==> src/shared/csar_regs_map.vh <==
`ifndef CSAR_REGS_MAP_VH
`define CSAR_REGS_MAP_VH
// special register numbers
`define CSAR_SPR_DVC_A      10'h3b6
`define CSAR_SPR_DVC_B      10'h3b7
`define CSAR_SPR_DWT_MAP    10'h3ba
`define CSAR_SPR_EXC_CAUSE  10'h3d4
`define CSAR_SPR_DFA        10'h3d5
`define CSAR_SPR_VBASE      10'h3d6
`define CSAR_SPR_DBG_STAT   10'h3f0
`define CSAR_SPR_IAC_A      10'h3f4
`define CSAR_SPR_IAC_B      10'h3f5
`define CSAR_SPR_DC_MAP     10'h3fa
`define CSAR_SPR_FC_MAP     10'h3fb
// word memory slots
`define CSAR_SLOT_DVC_A     2'h0
`define CSAR_SLOT_DVC_B     2'h1
`define CSAR_SLOT_IAC_A     2'h2
`define CSAR_SLOT_IAC_B     2'h3
// debug status fields, big-endian bit n sits at index 31-n
`define CSAR_DBS_INSN_DONE  31
`define CSAR_DBS_BRANCH     30
`define CSAR_DBS_EXCEPT     29
`define CSAR_DBS_TRAP       28
`define CSAR_DBS_UNCOND     27
`define CSAR_DBS_IA1        26
`define CSAR_DBS_IA2        25
`define CSAR_DBS_DR1        24
`define CSAR_DBS_DW1        23
`define CSAR_DBS_DR2        22
`define CSAR_DBS_DW2        21
`define CSAR_DBS_IMPRECISE  20
`define CSAR_DBS_IA3        19
`define CSAR_DBS_IA4        18
`define CSAR_DBS_RST_HI     9
`define CSAR_DBS_RST_LO     8
// exception cause fields
`define CSAR_EXC_MCHK_FETCH 31
`define CSAR_EXC_ILLEGAL    27
`define CSAR_EXC_PRIV       26
`define CSAR_EXC_TRAP       25
`define CSAR_EXC_UNIMPL     24
`define CSAR_EXC_STORE      23
`define CSAR_EXC_ZONE       22
`define CSAR_EXC_FPU        19
`define CSAR_EXC_APU        18
`define CSAR_EXC_USER_ZERO  15
// implemented-bit masks
`define CSAR_MASK_DBG_STAT  32'hfffc0300
`define CSAR_MASK_EXC       32'h8fcc8000
`define CSAR_MASK_VBASE     32'hffff0000
`define CSAR_MASK_IAC       32'hfffffffc
`define CSAR_MASK_ALL       32'hffffffff
// highest region number of the attribute maps
`define CSAR_REGION_TOP     5'd31
// reset values
`define CSAR_RST_WORD       32'h00000000
`define CSAR_RST_BIT        1'b0
`define CSAR_RST_VBASE      16'h0000
`endif

==> src/rtl/csar_regbank.v <==
`timescale 1ns/1ps
`default_nettype none
`include "csar_regs_map.vh"
// Behaviour
// - status bits 0..4 record completion, branch, exception, trap, unconditional events.
// - status bits 5,6,12,13 record instruction address compare hits 1..4.
// - status bits 7..10 record data compare read/write hits for comparators 1,2.
// - status bit 11 records an event seen while debug interrupts disabled.
// - every reset loads the two-bit last reset kind at bits 22:23.
// - each map bit covers one 128MB region, bit 0 lowest.
// - data cacheable map at 0x3FA, 1 means cacheable.
// - write-through map at 0x3BA, 1 means write-through, 0 write-back.
// - fetch cacheable map at 0x3FB, same region layout.
// - data fault address at 0x3D5 captures the full faulting address.
// - two data compare value words at 0x3B6 and 0x3B7.
// - cause bit 0 set on fetch machine check, cleared otherwise.
// - cause bits 4..7 flag illegal, privileged, trap, unimplemented program faults.
// - cause bit 8 flags a storing instruction on data storage fault.
// - cause bit 9 flags a zone protection fault.
// - cause bits 12,13 flag floating-point and auxiliary unit faults.
// - cause bit 16 flags user zero fault; bits 17..31 reserved.
// - vector base register at 0x3D6 holds 16-bit prefix in bits 0:15.
// - instruction compare words keep bits 0:29, low two bits reserved.
// - debug status at 0x3F0 is read and cleared by writing ones.
// - debug interrupt allow is machine state bit 22.
module csar_regbank (
    // clock and reset
    input  wire        CLK,
    input  wire        SYS_RST,
    input  wire [1:0]  RESET_KIND,
    // special register access
    input  wire [9:0]  SPR_NUM,
    input  wire        SPR_WR,
    input  wire        SPR_RD,
    input  wire [31:0] SPR_WDATA,
    output reg  [31:0] SPR_RDATA,
    output reg         SPR_RVALID,
    // machine state
    input  wire        MSR_DBG_ALLOW,
    // debug events
    input  wire        EVT_INSN_DONE,
    input  wire        EVT_BRANCH,
    input  wire        EVT_EXCEPTION,
    input  wire        EVT_TRAP,
    input  wire        EVT_UNCOND,
    input  wire        EVT_INSN_HIT_1,
    input  wire        EVT_INSN_HIT_2,
    input  wire        EVT_INSN_HIT_3,
    input  wire        EVT_INSN_HIT_4,
    input  wire        EVT_DATA_RD_HIT_1,
    input  wire        EVT_DATA_WR_HIT_1,
    input  wire        EVT_DATA_RD_HIT_2,
    input  wire        EVT_DATA_WR_HIT_2,
    // exception capture
    input  wire        EXC_LOAD,
    input  wire        FETCH_MACHINE_CHECK,
    input  wire        ILLEGAL_OP_FLAG,
    input  wire        PRIVILEGE_FAULT_FLAG,
    input  wire        TRAP_TAKEN_FLAG,
    input  wire        UNIMPLEMENTED_OP_FLAG,
    input  wire        STORE_FAULT_FLAG,
    input  wire        ZONE_FAULT_FLAG,
    input  wire        FLOAT_UNIT_FAULT_FLAG,
    input  wire        AUX_UNIT_FAULT_FLAG,
    input  wire        USER_ZERO_FAULT_FLAG,
    input  wire        DFA_LOAD,
    input  wire [31:0] DFA_ADDR,
    // storage attribute lookup
    input  wire [4:0]  DATA_REGION,
    input  wire [4:0]  FETCH_REGION,
    output reg         DATA_CACHEABLE,
    output reg         DATA_WRITETHROUGH,
    output reg         FETCH_CACHEABLE,
    // vector prefix
    output reg  [15:0] VECTOR_BASE
);
    reg  [31:0] dbg_status_ff;
    reg  [31:0] nxt_dbg_status;
    reg  [31:0] exc_cause_ff;
    reg  [31:0] nxt_exc_cause;
    reg  [31:0] dfa_ff;
    reg  [31:0] dwt_map_ff;
    reg  [31:0] dc_map_ff;
    reg  [31:0] fc_map_ff;
    reg  [31:0] vbase_ff;
    reg  [31:0] rd_local_ff;
    reg         rd_mem_sel_ff;
    reg         rd_pend_ff;
    reg  [31:0] ev_set;
    reg  [31:0] sw_clr;
    reg  [31:0] rd_mux;
    reg         mem_hit;
    reg  [1:0]  mem_slot;
    reg  [31:0] mem_mask;
    reg         any_evt;
    wire [31:0] mem_rdata;

    // pick the map bit for one 128MB region, region 0 in bit 0
    function region_bit;
        input [31:0] map;
        input [4:0]  region;
        begin
            region_bit = map[`CSAR_REGION_TOP - region];
        end
    endfunction

    // write strobe aimed at one register; strobe and number passed in so @* sees them
    function spr_write;
        input       wr;
        input [9:0] sel;
        input [9:0] num;
        begin
            spr_write = wr && (sel == num);
        end
    endfunction

    // memory slot decode
    always @* begin
        mem_hit  = 1'b1;
        mem_slot = `CSAR_SLOT_DVC_A;
        mem_mask = `CSAR_MASK_ALL;
        case (SPR_NUM)
            `CSAR_SPR_DVC_A: begin
                mem_slot = `CSAR_SLOT_DVC_A;
            end
            `CSAR_SPR_DVC_B: begin
                mem_slot = `CSAR_SLOT_DVC_B;
            end
            `CSAR_SPR_IAC_A: begin
                mem_slot = `CSAR_SLOT_IAC_A;
                mem_mask = `CSAR_MASK_IAC;
            end
            `CSAR_SPR_IAC_B: begin
                mem_slot = `CSAR_SLOT_IAC_B;
                mem_mask = `CSAR_MASK_IAC;
            end
            default: begin
                mem_hit = 1'b0;
            end
        endcase
    end

    csar_word_mem u_mem (
        .clk        (CLK),
        .rst        (SYS_RST),
        .wr_en      (SPR_WR && mem_hit),
        .wr_addr    (mem_slot),
        .wr_data    (SPR_WDATA),
        .wr_mask    (mem_mask),
        .rd_addr    (mem_slot),
        .rd_data_ff (mem_rdata)
    );

    // debug event sets and software clears
    always @* begin
        ev_set = 32'h00000000;
        ev_set[`CSAR_DBS_INSN_DONE] = EVT_INSN_DONE;
        ev_set[`CSAR_DBS_BRANCH]    = EVT_BRANCH;
        ev_set[`CSAR_DBS_EXCEPT]    = EVT_EXCEPTION;
        ev_set[`CSAR_DBS_TRAP]      = EVT_TRAP;
        ev_set[`CSAR_DBS_UNCOND]    = EVT_UNCOND;
        ev_set[`CSAR_DBS_IA1]       = EVT_INSN_HIT_1;
        ev_set[`CSAR_DBS_IA2]       = EVT_INSN_HIT_2;
        ev_set[`CSAR_DBS_IA3]       = EVT_INSN_HIT_3;
        ev_set[`CSAR_DBS_IA4]       = EVT_INSN_HIT_4;
        ev_set[`CSAR_DBS_DR1]       = EVT_DATA_RD_HIT_1;
        ev_set[`CSAR_DBS_DW1]       = EVT_DATA_WR_HIT_1;
        ev_set[`CSAR_DBS_DR2]       = EVT_DATA_RD_HIT_2;
        ev_set[`CSAR_DBS_DW2]       = EVT_DATA_WR_HIT_2;
        any_evt = |ev_set;
        // events while debug interrupts are off leave an imprecise mark
        ev_set[`CSAR_DBS_IMPRECISE] = any_evt && !MSR_DBG_ALLOW;
        sw_clr = 32'h00000000;
        if (spr_write(SPR_WR, SPR_NUM, `CSAR_SPR_DBG_STAT)) begin
            sw_clr = SPR_WDATA & `CSAR_MASK_DBG_STAT;
        end
        // set wins over clear in the same cycle
        nxt_dbg_status = ((dbg_status_ff & ~sw_clr) | ev_set) & `CSAR_MASK_DBG_STAT;
    end

    always @(posedge CLK) begin
        if (SYS_RST) begin
            dbg_status_ff <= `CSAR_RST_WORD;
            dbg_status_ff[`CSAR_DBS_RST_HI:`CSAR_DBS_RST_LO] <= RESET_KIND;
        end else begin
            dbg_status_ff <= nxt_dbg_status;
        end
    end

    // exception cause: hardware capture replaces the whole word
    always @* begin
        nxt_exc_cause = exc_cause_ff;
        if (spr_write(SPR_WR, SPR_NUM, `CSAR_SPR_EXC_CAUSE)) begin
            nxt_exc_cause = SPR_WDATA & `CSAR_MASK_EXC;
        end
        if (EXC_LOAD) begin
            nxt_exc_cause = 32'h00000000;
            nxt_exc_cause[`CSAR_EXC_MCHK_FETCH] = FETCH_MACHINE_CHECK;
            nxt_exc_cause[`CSAR_EXC_ILLEGAL]    = ILLEGAL_OP_FLAG;
            nxt_exc_cause[`CSAR_EXC_PRIV]       = PRIVILEGE_FAULT_FLAG;
            nxt_exc_cause[`CSAR_EXC_TRAP]       = TRAP_TAKEN_FLAG;
            nxt_exc_cause[`CSAR_EXC_UNIMPL]     = UNIMPLEMENTED_OP_FLAG;
            nxt_exc_cause[`CSAR_EXC_STORE]      = STORE_FAULT_FLAG;
            nxt_exc_cause[`CSAR_EXC_ZONE]       = ZONE_FAULT_FLAG;
            nxt_exc_cause[`CSAR_EXC_FPU]        = FLOAT_UNIT_FAULT_FLAG;
            nxt_exc_cause[`CSAR_EXC_APU]        = AUX_UNIT_FAULT_FLAG;
            nxt_exc_cause[`CSAR_EXC_USER_ZERO]  = USER_ZERO_FAULT_FLAG;
        end
    end

    // exception cause word
    always @(posedge CLK) begin
        if (SYS_RST) begin
            exc_cause_ff <= `CSAR_RST_WORD;
        end else begin
            exc_cause_ff <= nxt_exc_cause;
        end
    end

    // captured fault address, hardware capture wins over software
    always @(posedge CLK) begin
        if (SYS_RST) begin
            dfa_ff <= `CSAR_RST_WORD;
        end else if (DFA_LOAD) begin
            dfa_ff <= DFA_ADDR;
        end else if (spr_write(SPR_WR, SPR_NUM, `CSAR_SPR_DFA)) begin
            dfa_ff <= SPR_WDATA;
        end
    end

    // write-through map
    always @(posedge CLK) begin
        if (SYS_RST) begin
            dwt_map_ff <= `CSAR_RST_WORD;
        end else if (spr_write(SPR_WR, SPR_NUM, `CSAR_SPR_DWT_MAP)) begin
            dwt_map_ff <= SPR_WDATA;
        end
    end

    // data cacheable map
    always @(posedge CLK) begin
        if (SYS_RST) begin
            dc_map_ff <= `CSAR_RST_WORD;
        end else if (spr_write(SPR_WR, SPR_NUM, `CSAR_SPR_DC_MAP)) begin
            dc_map_ff <= SPR_WDATA;
        end
    end

    // fetch cacheable map
    always @(posedge CLK) begin
        if (SYS_RST) begin
            fc_map_ff <= `CSAR_RST_WORD;
        end else if (spr_write(SPR_WR, SPR_NUM, `CSAR_SPR_FC_MAP)) begin
            fc_map_ff <= SPR_WDATA;
        end
    end

    // vector base, reserved low half kept at zero
    always @(posedge CLK) begin
        if (SYS_RST) begin
            vbase_ff <= `CSAR_RST_WORD;
        end else if (spr_write(SPR_WR, SPR_NUM, `CSAR_SPR_VBASE)) begin
            vbase_ff <= SPR_WDATA & `CSAR_MASK_VBASE;
        end
    end

    // data-side region lookup
    always @(posedge CLK) begin
        if (SYS_RST) begin
            DATA_CACHEABLE    <= `CSAR_RST_BIT;
            DATA_WRITETHROUGH <= `CSAR_RST_BIT;
        end else begin
            DATA_CACHEABLE    <= region_bit(dc_map_ff, DATA_REGION);
            DATA_WRITETHROUGH <= region_bit(dwt_map_ff, DATA_REGION);
        end
    end

    // fetch-side region lookup
    always @(posedge CLK) begin
        if (SYS_RST) begin
            FETCH_CACHEABLE <= `CSAR_RST_BIT;
        end else begin
            FETCH_CACHEABLE <= region_bit(fc_map_ff, FETCH_REGION);
        end
    end

    // vector prefix output, one cycle behind the register
    always @(posedge CLK) begin
        if (SYS_RST) begin
            VECTOR_BASE <= `CSAR_RST_VBASE;
        end else begin
            VECTOR_BASE <= vbase_ff[31:16];
        end
    end

    // read decode, unmapped numbers read zero
    always @* begin
        case (SPR_NUM)
            `CSAR_SPR_DBG_STAT: begin
                rd_mux = dbg_status_ff;
            end
            `CSAR_SPR_EXC_CAUSE: begin
                rd_mux = exc_cause_ff;
            end
            `CSAR_SPR_DFA: begin
                rd_mux = dfa_ff;
            end
            `CSAR_SPR_DWT_MAP: begin
                rd_mux = dwt_map_ff;
            end
            `CSAR_SPR_DC_MAP: begin
                rd_mux = dc_map_ff;
            end
            `CSAR_SPR_FC_MAP: begin
                rd_mux = fc_map_ff;
            end
            `CSAR_SPR_VBASE: begin
                rd_mux = vbase_ff;
            end
            default: begin
                rd_mux = 32'h00000000;
            end
        endcase
    end

    // read request stage: memory word arrives one edge after the request
    always @(posedge CLK) begin
        if (SYS_RST) begin
            rd_local_ff   <= `CSAR_RST_WORD;
            rd_mem_sel_ff <= `CSAR_RST_BIT;
            rd_pend_ff    <= `CSAR_RST_BIT;
        end else begin
            rd_local_ff   <= rd_mux;
            rd_mem_sel_ff <= mem_hit;
            rd_pend_ff    <= SPR_RD;
        end
    end

    // read answer: valid pulses one cycle, data holds until the next answer
    always @(posedge CLK) begin
        if (SYS_RST) begin
            SPR_RDATA  <= `CSAR_RST_WORD;
            SPR_RVALID <= `CSAR_RST_BIT;
        end else begin
            SPR_RVALID <= rd_pend_ff;
            if (rd_pend_ff) begin
                SPR_RDATA <= rd_mem_sel_ff ? mem_rdata : rd_local_ff;
            end
        end
    end
endmodule
`default_nettype wire

==> src/rtl/csar_word_mem.v <==
`timescale 1ns/1ps
`default_nettype none
`include "csar_regs_map.vh"
// small word store, registered read data
module csar_word_mem (
    // clock and reset
    input  wire        clk,
    input  wire        rst,
    // write side
    input  wire        wr_en,
    input  wire [1:0]  wr_addr,
    input  wire [31:0] wr_data,
    input  wire [31:0] wr_mask,
    // read side
    input  wire [1:0]  rd_addr,
    output reg  [31:0] rd_data_ff
);
    reg [31:0] mem_ff [0:3];

    always @(posedge clk) begin
        if (wr_en) begin
            mem_ff[wr_addr] <= wr_data & wr_mask;
        end
    end

    always @(posedge clk) begin
        if (rst) begin
            rd_data_ff <= `CSAR_RST_WORD;
        end else begin
            rd_data_ff <= mem_ff[rd_addr];
        end
    end
endmodule
`default_nettype wire

==> config.mk <==
export PLATFORM = sky130hd
export DESIGN_NAME = csar_regbank
export DESIGN_NICKNAME = d
export VERILOG_FILES = /design/src/rtl/csar_regbank.v /design/src/rtl/csar_word_mem.v
export VERILOG_INCLUDE_DIRS = /design/src /design/src/shared
export SDC_FILE = /design/constraint.sdc
export NUM_CORES = 1
export LEC_CHECK = 0
export ABC_AREA = 1
export BUFFER_PORTS_ARGS = -buffer_cell sky130_fd_sc_hd__buf_2
export CORE_MARGIN = 4
export CORE_UTILIZATION = 30
export DETAILED_ROUTE_END_ITERATION = 10
export PLACE_DENSITY = 0.52
export SYNTH_ARGS = -nofsm -noshare
export SYNTH_HDL_FRONTEND = slang
export SYNTH_HIERARCHICAL = 1
export SYNTH_SLANG_ARGS = --single-unit
==> constraint.sdc <==
create_clock -name CLK -period 11.7 [get_ports CLK]
set_clock_uncertainty 0.1 [all_clocks]
set_input_delay 1.755 -clock CLK [delete_from_list [all_inputs] [get_ports CLK]]
set_output_delay 1.755 -clock CLK [all_outputs]
set_load 0.02 [all_outputs]
==> results.md, run 1 <==
- CTS tree: built
- Static leakage: 0.00932 µW
- Yosys warning count: 6
- Most numerous cell in the Yosys netlist: nand2_1
- Number of buffers created by CTS: 47
- CP top delay family: buffers and inverters
- Instance count of the mapped netlist: 2316
- Flops & latches, synth: 416
- Crit path max fanout: 68
- Critical path depth in cells: 13
- WHS Path Cells: 2
- Final hold viol count: 0
- Fin cells: 3270
- Wirelength per Cell: 20.5 µm
- Global Route Usage Sum: 0.197
- FMAX: 179 MHz
- R2r endpoint: SPR_RDATA[2]
- Critical-path cell list: buf_2 -> nand2_1 -> inv_1 -> buf_4 -> nand2_4 -> a21oi_4 -> buf_4 -> inv_1 -> o21ai_4 -> buf_4 -> inv_1 -> nor3_2 -> buf_4
- CTS Hold Bufs: 0
- Top cell type by total area after synthesis: dfxtp_1
- Type of the worst setup path: in -> reg
- Avg Synthesized Cell Area: 7.94 µm²
- PortBufs: 167
- Critical Path Most Common Cell: buf_4
- Core area: 0.0606 mm²
- Post-CTS Setup Bufs: 0
- WP data required: 11.85 ns
- Vias per cell: 4.96
- Starting Density: 0.304
- CP Buf/Inv Count: 8
- PwrDens: 154 mW/mm²
- Flop2flop setup slack: 9.66 ns
- Final instance area: 0.0215 mm²
- Worst-skew pair later-pin latency: 0.59 ns
- DRC viols: 0
- Peak supply drop: 0.105 mV
- Num rows: 90
- Setup crit end kind: flop
- Final Cycle Share: 0.477
- Setup tns final: 0 ns
- Placed cell area: 0.0198 mm²
- Final min period: 5.58 ns
- Netlist area before placement: 0.0184 mm²
- CTS H-tree lvls: 2
- Dpl cells: 3181
- Total clock sinks: 416
- Primary FF master, synth: dfxtp_1
- CTS root buffer: clkbuf_16
- Number of synthesized flops with an enable pin: 128
- WP data arrival: 5.73 ns
- WL final: 66.9 mm
- Slowest stage cell, crit path: nor3_2
- First-pass GRT wire length: 98.6 mm
- RSZ-0062 raised after global routing: false
- Vias in the first global route: 15500
- FF-to-FF Start: rd_mem_sel_ff
- CTS resizes: 0
- Final Max Tran Viols: 0
- Max-Cap Viols: 0
- Die area: 0.0653 mm²
- Main area contributors after synthesis: dfxtp_1, edfxtp_1, nand2_1
- Slew @ Worst Pin: 1.29 ns
- Reg clk slew, reported paths: 0.07 ns
- Final Setup Violations: 0
- Slew HR: 0.134
- Via count: 16200
- Die width: 256 µm
- Largest net degree at the start of global routing: 94
- Antenna violations before repair: 4
- CTS max path bufs: 3
- NumNets Final: 2564
- Drt initial violations: 1557
- Synth async-reset ratio: 0
- Number of library cell types mapped by synthesis: 34
- DRT Pass-1 Iters: 5
- Power, Total: 3320 µW
- Post-synth top area share: 0.313
- Synth cell count leaders: nand2_1, inv_1, dfxtp_1
- Layout cells sized above 1: 0.157
- CP Capture Point: u_mem/mem_ff[1][6]
- Seq/Total Area, Yosys: 0.522
- RePlAce Congestion: 0.900
- Setup crit start: SPR_NUM[8]
- # IOs: 168
- Worst r2r path cells: 4
- P&R area growth vs syn: 17.1%
- Die Height: 256 µm
- Max stage delay on crit path: 0.92 ns
- Status: finished, final reports clean
- Hold Path Class: reg -> reg
- GRT overflow: 0
- DP HPWL: 45.6 mm
- Startpoint Class: primary input
- ANT nets after route: 0
[metrics by stage]
step | utilization | setup slack [ns] | hold slack [ns]
floorplan | - | 5.79 | 0.313
global placement | 0.327 | 5.57 | 0.334
detailed placement | 0.327 | 5.47 | 0.331
CTS | 0.355 | 6.08 | 0.326
global route | 0.355 | 5.78 | 0.370
finish | 0.356 | 6.12 | 0.330
[worst min path at each step]
stage	slack, ns	end	start
floorplan	0.31	VECTOR_BASE[10]	vbase_ff[26]
global placement	0.33	VECTOR_BASE[3]	vbase_ff[19]
detailed placement	0.33	VECTOR_BASE[3]	vbase_ff[19]
CTS	0.33	VECTOR_BASE[3]	vbase_ff[19]
global route	0.37	VECTOR_BASE[3]	vbase_ff[19]
finish	0.33	VECTOR_BASE[3]	vbase_ff[19]
[state kept, by name, summed over array words and instances (netlist names)]
name               count
FETCH_CACHEABLE        1
u_mem/rd_data_ff      32
DATA_CACHEABLE         1
SPR_RDATA             32
rd_local_ff           32
u_mem/mem_ff         128
dbg_status_ff         16
dwt_map_ff            32
exc_cause_ff          10
dc_map_ff             32
rd_pend_ff             1
VECTOR_BASE           16
vbase_ff              16
DATA_WRITETHROUGH      1
fc_map_ff             32
dfa_ff                32
rd_mem_sel_ff          1
SPR_RVALID             1
[layer usage]
layer	GRT usage	wire length, µm
met1	0.275	29800
met2	0.295	28700
met3	0.0415	5590
met4	0.0846	2890
met5	0	0
[report_power, final]
group | internal [µW] | switching (µW)
Clock | 966 | 627
Combinational | 52.7 | 148
Sequential | 1510 | 13.2
[layout by cell type, fill, tap and decap left out, types with 9 or more instances in the layout]
| cell type | synthesis | routed |
|---|---|---|
| a211oi_1 | 32 | 32 |
| a21oi_1 | 199 | 198 |
| a21oi_2 | 32 | 32 |
| buf_2 | 40 | 166 |
| buf_4 | 7 | 16 |
| clkbuf_16 | 0 | 56 |
| conb_1 | 1 | 30 |
| dfxtp_1 | 288 | 288 |
| edfxtp_1 | 128 | 128 |
| inv_1 | 329 | 328 |
| inv_2 | 9 | 9 |
| nand2_1 | 535 | 535 |
| nand2_2 | 28 | 28 |
| nand3_1 | 110 | 110 |
| nand3_2 | 33 | 33 |
| nand4_1 | 20 | 20 |
| nor2_1 | 178 | 178 |
| o21ai_0 | 218 | 217 |
[logic make-up (layout without fill, tap and decap cells)]
logic type             Yosys count  after routing  synth area share
other                            1             32          0.000204
buffers and inverters          468            609             0.105
AOI/OAI and AO/OA              498            498             0.148
and+or+nand+nor                933            933             0.224
DFF                            416            416             0.522
[worst reg2reg max path: stages, from the launching register on]
cell     delay, ns
dfxtp_1       0.29
buf_4         0.26
inv_1         0.72
nand2_1       0.34
a21oi_1       0.25
[layout make-up]
cell class	instances	area, µm²
Fill cell	6355	39000
Sequential cell	416	9610
Multi-Input combinational cell	1461	7010
Clock buffer	70	1510
Inverter	339	1280
Tap cell	782	978
Timing Repair Buffer	183	962
Clock inverter	17	185
Antenna cell	2	5.00
Note: power is estimated with default switching activity, not from simulation.
==> inputs of run 2 (changes only) <==
--- a/config.mk
+++ b/config.mk
@@ -6,7 +6,7 @@
 export SDC_FILE = /design/constraint.sdc
 export NUM_CORES = 1
 export LEC_CHECK = 0
-export ABC_AREA = 1
+export ABC_AREA = 0
 export BUFFER_PORTS_ARGS = -buffer_cell sky130_fd_sc_hd__buf_2
 export CORE_MARGIN = 4
 export CORE_UTILIZATION = 30
==> constraint.sdc (replaced) <==
create_clock -name CLK -period 5.4 [get_ports CLK]
set_clock_uncertainty 0.1 [all_clocks]
set_input_delay 0.81 -clock CLK [delete_from_list [all_inputs] [get_ports CLK]]
set_output_delay 0.81 -clock CLK [all_outputs]
set_load 0.02 [all_outputs]
==> results.md, run 2 <==
- Status: finished, final reports clean (unchanged)
- Die area: 0.0611 mm² (was 0.0653 mm²)
- Static leakage: 0.00677 µW (was 0.00932 µW)
- CTS tree: built (unchanged)
- RSZ-0062 raised after global routing: false (unchanged)
- Seq/Total Area, Yosys: 0.560 (was 0.522)
- Final min period: 3.29 ns
- Avg Synthesized Cell Area: 10.7 µm² (was 7.94 µm²)
- Placement Setup Slack: 1.60 ns (was 5.47 ns)
- Final Max Tran Viols: 0 (unchanged)
- Antenna violations before repair: 12 (was 4)
- Top cell type by total area after synthesis: dfxtp_1 (unchanged)
- Die width: 247 µm (was 256 µm)
- Layout Utilization: 0.356 (about the same)
- PortBufs: 167 (unchanged)
- Num rows: 87 (was 90)
- Synth cell count leaders: dfxtp_1, nand2_1, mux2i_1 (was nand2_1, inv_1, dfxtp_1)
- FILL cells: 5632 (was 6355)
- # IOs: 168 (unchanged)
- Via count: 12700 (was 16200)
- CTS H-tree lvls: 2 (unchanged)
- RePlAce Congestion: 0.890 (was 0.900)
- Worst-skew pair later-pin latency: 0.58 ns (was 0.59 ns)
- Wirelength per Cell: 21.0 µm (was 20.5 µm)
- NumNets Final: 1868 (was 2564)
- WP data required: 5.72 ns (was 11.85 ns)
- Instance count of the mapped netlist: 1611 (was 2316)
- WP data arrival: 3.60 ns (was 5.73 ns)
- Setup tns final: 0 ns (unchanged)
- Most numerous cell in the Yosys netlist: dfxtp_1 (was nand2_1)
- Total clock sinks: 416 (unchanged)
- Yosys warning count: 6 (unchanged)
- Final Cycle Share: 0.608
- Most frequent cells in the layout: dfxtp_1, nand2_1, buf_2, mux2i_1, a21oi_1 (was nand2_1, inv_1, dfxtp_1, o21ai_0, a21oi_1)
- Slew @ Worst Pin: 1.26 ns (was 1.29 ns)
- CTS root buffer: clkbuf_16 (unchanged)
- Reg clk slew, reported paths: 0.06 ns (was 0.07 ns)
- Starting Density: 0.304 (about the same)
- Max reg flops: 128 (unchanged)
- Commonest non-fill, non-tap cell in the layout: dfxtp_1 (was nand2_1)
- GRT overflow: 0 (unchanged)
- DP HPWL: 37.1 mm (was 45.6 mm)
- Vias in the first global route: 12300 (was 15500)
- Type of the worst setup path: in -> reg (unchanged)
- CTS Hold Bufs: 0 (unchanged)
- Hold Path Class: in -> reg (was reg -> reg)
- ANT nets after route: 0 (unchanged)
- Final hold viol count: 0 (unchanged)
- Reg with most FFs: u_mem/mem_ff (unchanged)
- Slack of the critical path: 2.11 ns (was 6.12 ns)
- Startpoint Class: primary input (unchanged)
- Primary FF master, synth: dfxtp_1 (unchanged)
- Crit path max fanout: 32 (was 68)
- DRT Pass-1 Iters: 9 (was 5)
- Final Setup Violations: 0 (unchanged)
- Core area: 0.0565 mm² (was 0.0606 mm²)
- CTS resizes: 0 (unchanged)
- FMAX: 304 MHz
- Die Height: 247 µm (was 256 µm)
- Number of library cell types mapped by synthesis: 54 (was 34)
- Global Route Usage Sum: 0.172 (was 0.197)
- Synth async-reset ratio: 0 (unchanged)
- Post-synth top area share: 0.336 (was 0.313)
- Largest net degree at the start of global routing: 104 (was 94)
- P&R area growth vs syn: 17.2% (was 17.1%)
- CTS max path bufs: 3 (unchanged)
- DRC viols: 0 (unchanged)
- Max-Cap Viols: 0 (unchanged)
- Number of buffers created by CTS: 45 (was 47)
- Flops & latches, synth: 416 (unchanged)
- Netlist area before placement: 0.0172 mm² (was 0.0184 mm²)
- Number of synthesized flops with an enable pin: 128 (unchanged)
- Main area contributors after synthesis: dfxtp_1, edfxtp_1, mux2i_1 (was dfxtp_1, edfxtp_1, nand2_1)
- PwrDens: 335 mW/mm² (was 154 mW/mm²)
- Slew HR: 0.158 (was 0.134)
- Vias per cell: 4.99 (was 4.96)
- Drt initial violations: 1192 (was 1557)
- Post-CTS Setup Bufs: 0 (unchanged)
- WL final: 53.5 mm (was 66.9 mm)
- First-pass GRT wire length: 79.8 mm (was 98.6 mm)
- Setup crit end kind: flop (unchanged)
- Peak supply drop: 0.215 mV (was 0.105 mV)
- Layout cells sized above 1: 0.181 (was 0.157)
==> run 2: changes by cell type in the layout (fill, tap and decap cells not counted), sizes merged, moves of 27 or more <==
cell   before  now
and2        0   39
mux2        0   35
o21ai     224   14
mux2i       0  159
nor2b       0   27
a21oi     231  141
o22ai       3   37
a22oi       0   37
nand3     143   14
inv       340    5
nand2     566  284
nor2      193  124
==> run 2: cell families (layout without fill, tap and decap cells) <==
group           Yosys count  in the layout  synth area share
compound gates          317            317             0.116
xor+xnor                  1              1          0.000510
buf+inv                 124            273            0.0360
flops                   416            416             0.560
mux                     218            218             0.147
other cells               1             32          0.000219
simple gates            534            534             0.140
==> run 2: metal layers <==
metal,vias up,track usage,routed length [µm]
li1,6010,-,-
met3,91,0.0332,3300
met1,6226,0.245,24800
met4,6,0.0443,1230
met2,383,0.268,24100
met5,-,0,28
==> run 2: power breakdown <==
part	switching [µW]	internal (µW)	total, µW
logic	236	121	357
registers	38.1	3270	3310
clock network	1290	1780	3070
==> run 2: critical path: stages <==
cell,delay (ns)
buf_2,0.51
nand3b_1,0.53
nor4_4,0.51
nand2_1,0.86
nand2_1,0.28
a21oi_1,0.08
==> run 2: final cells by class <==
class	instances	area, µm²	area share
sequential	416	9610	0.478
multi-input combinational	1100	7080	0.352
clock buffer	60	1200	0.0598
timing repair buffer	187	992	0.0493
tap	756	946	0.0470
clock inverter	24	263	0.0131
inverter	2	7.51	0.000373
antenna	2	5.00	0.000249
==> run 2: worst paths after layout <==
kind / endpoint / from / slack, ns / cells after the start
max: dwt_map_ff[24] / SPR_NUM[1] / 2.11 / 6
max reg2reg: DATA_CACHEABLE / dc_map_ff[9] / 3.61 / 5
min: rd_pend_ff / SPR_RD / 0.33 / 2
min reg2reg: vbase_ff[25] / vbase_ff[25] / 0.36 / 2
==> run 2: per-stage QoR <==
| step | std cells | hold WS [ns] | total power, µW | area, µm² |
|---|---|---|---|---|
| 2_1_floorplan | 1640 | 0.331 | 3570 | 17300 |
| 3_3_place_gp | 2461 | 0.349 | 3730 | 18600 |
| 3_5_place_dp | 2461 | 0.352 | 3740 | 18600 |
| 4_1_cts | 2545 | 0.288 | 6820 | 20100 |
| 5_1_grt | 2545 | 0.331 | 6980 | 20100 |
| 6_report | 2547 | 0.334 | 6740 | 20100 |
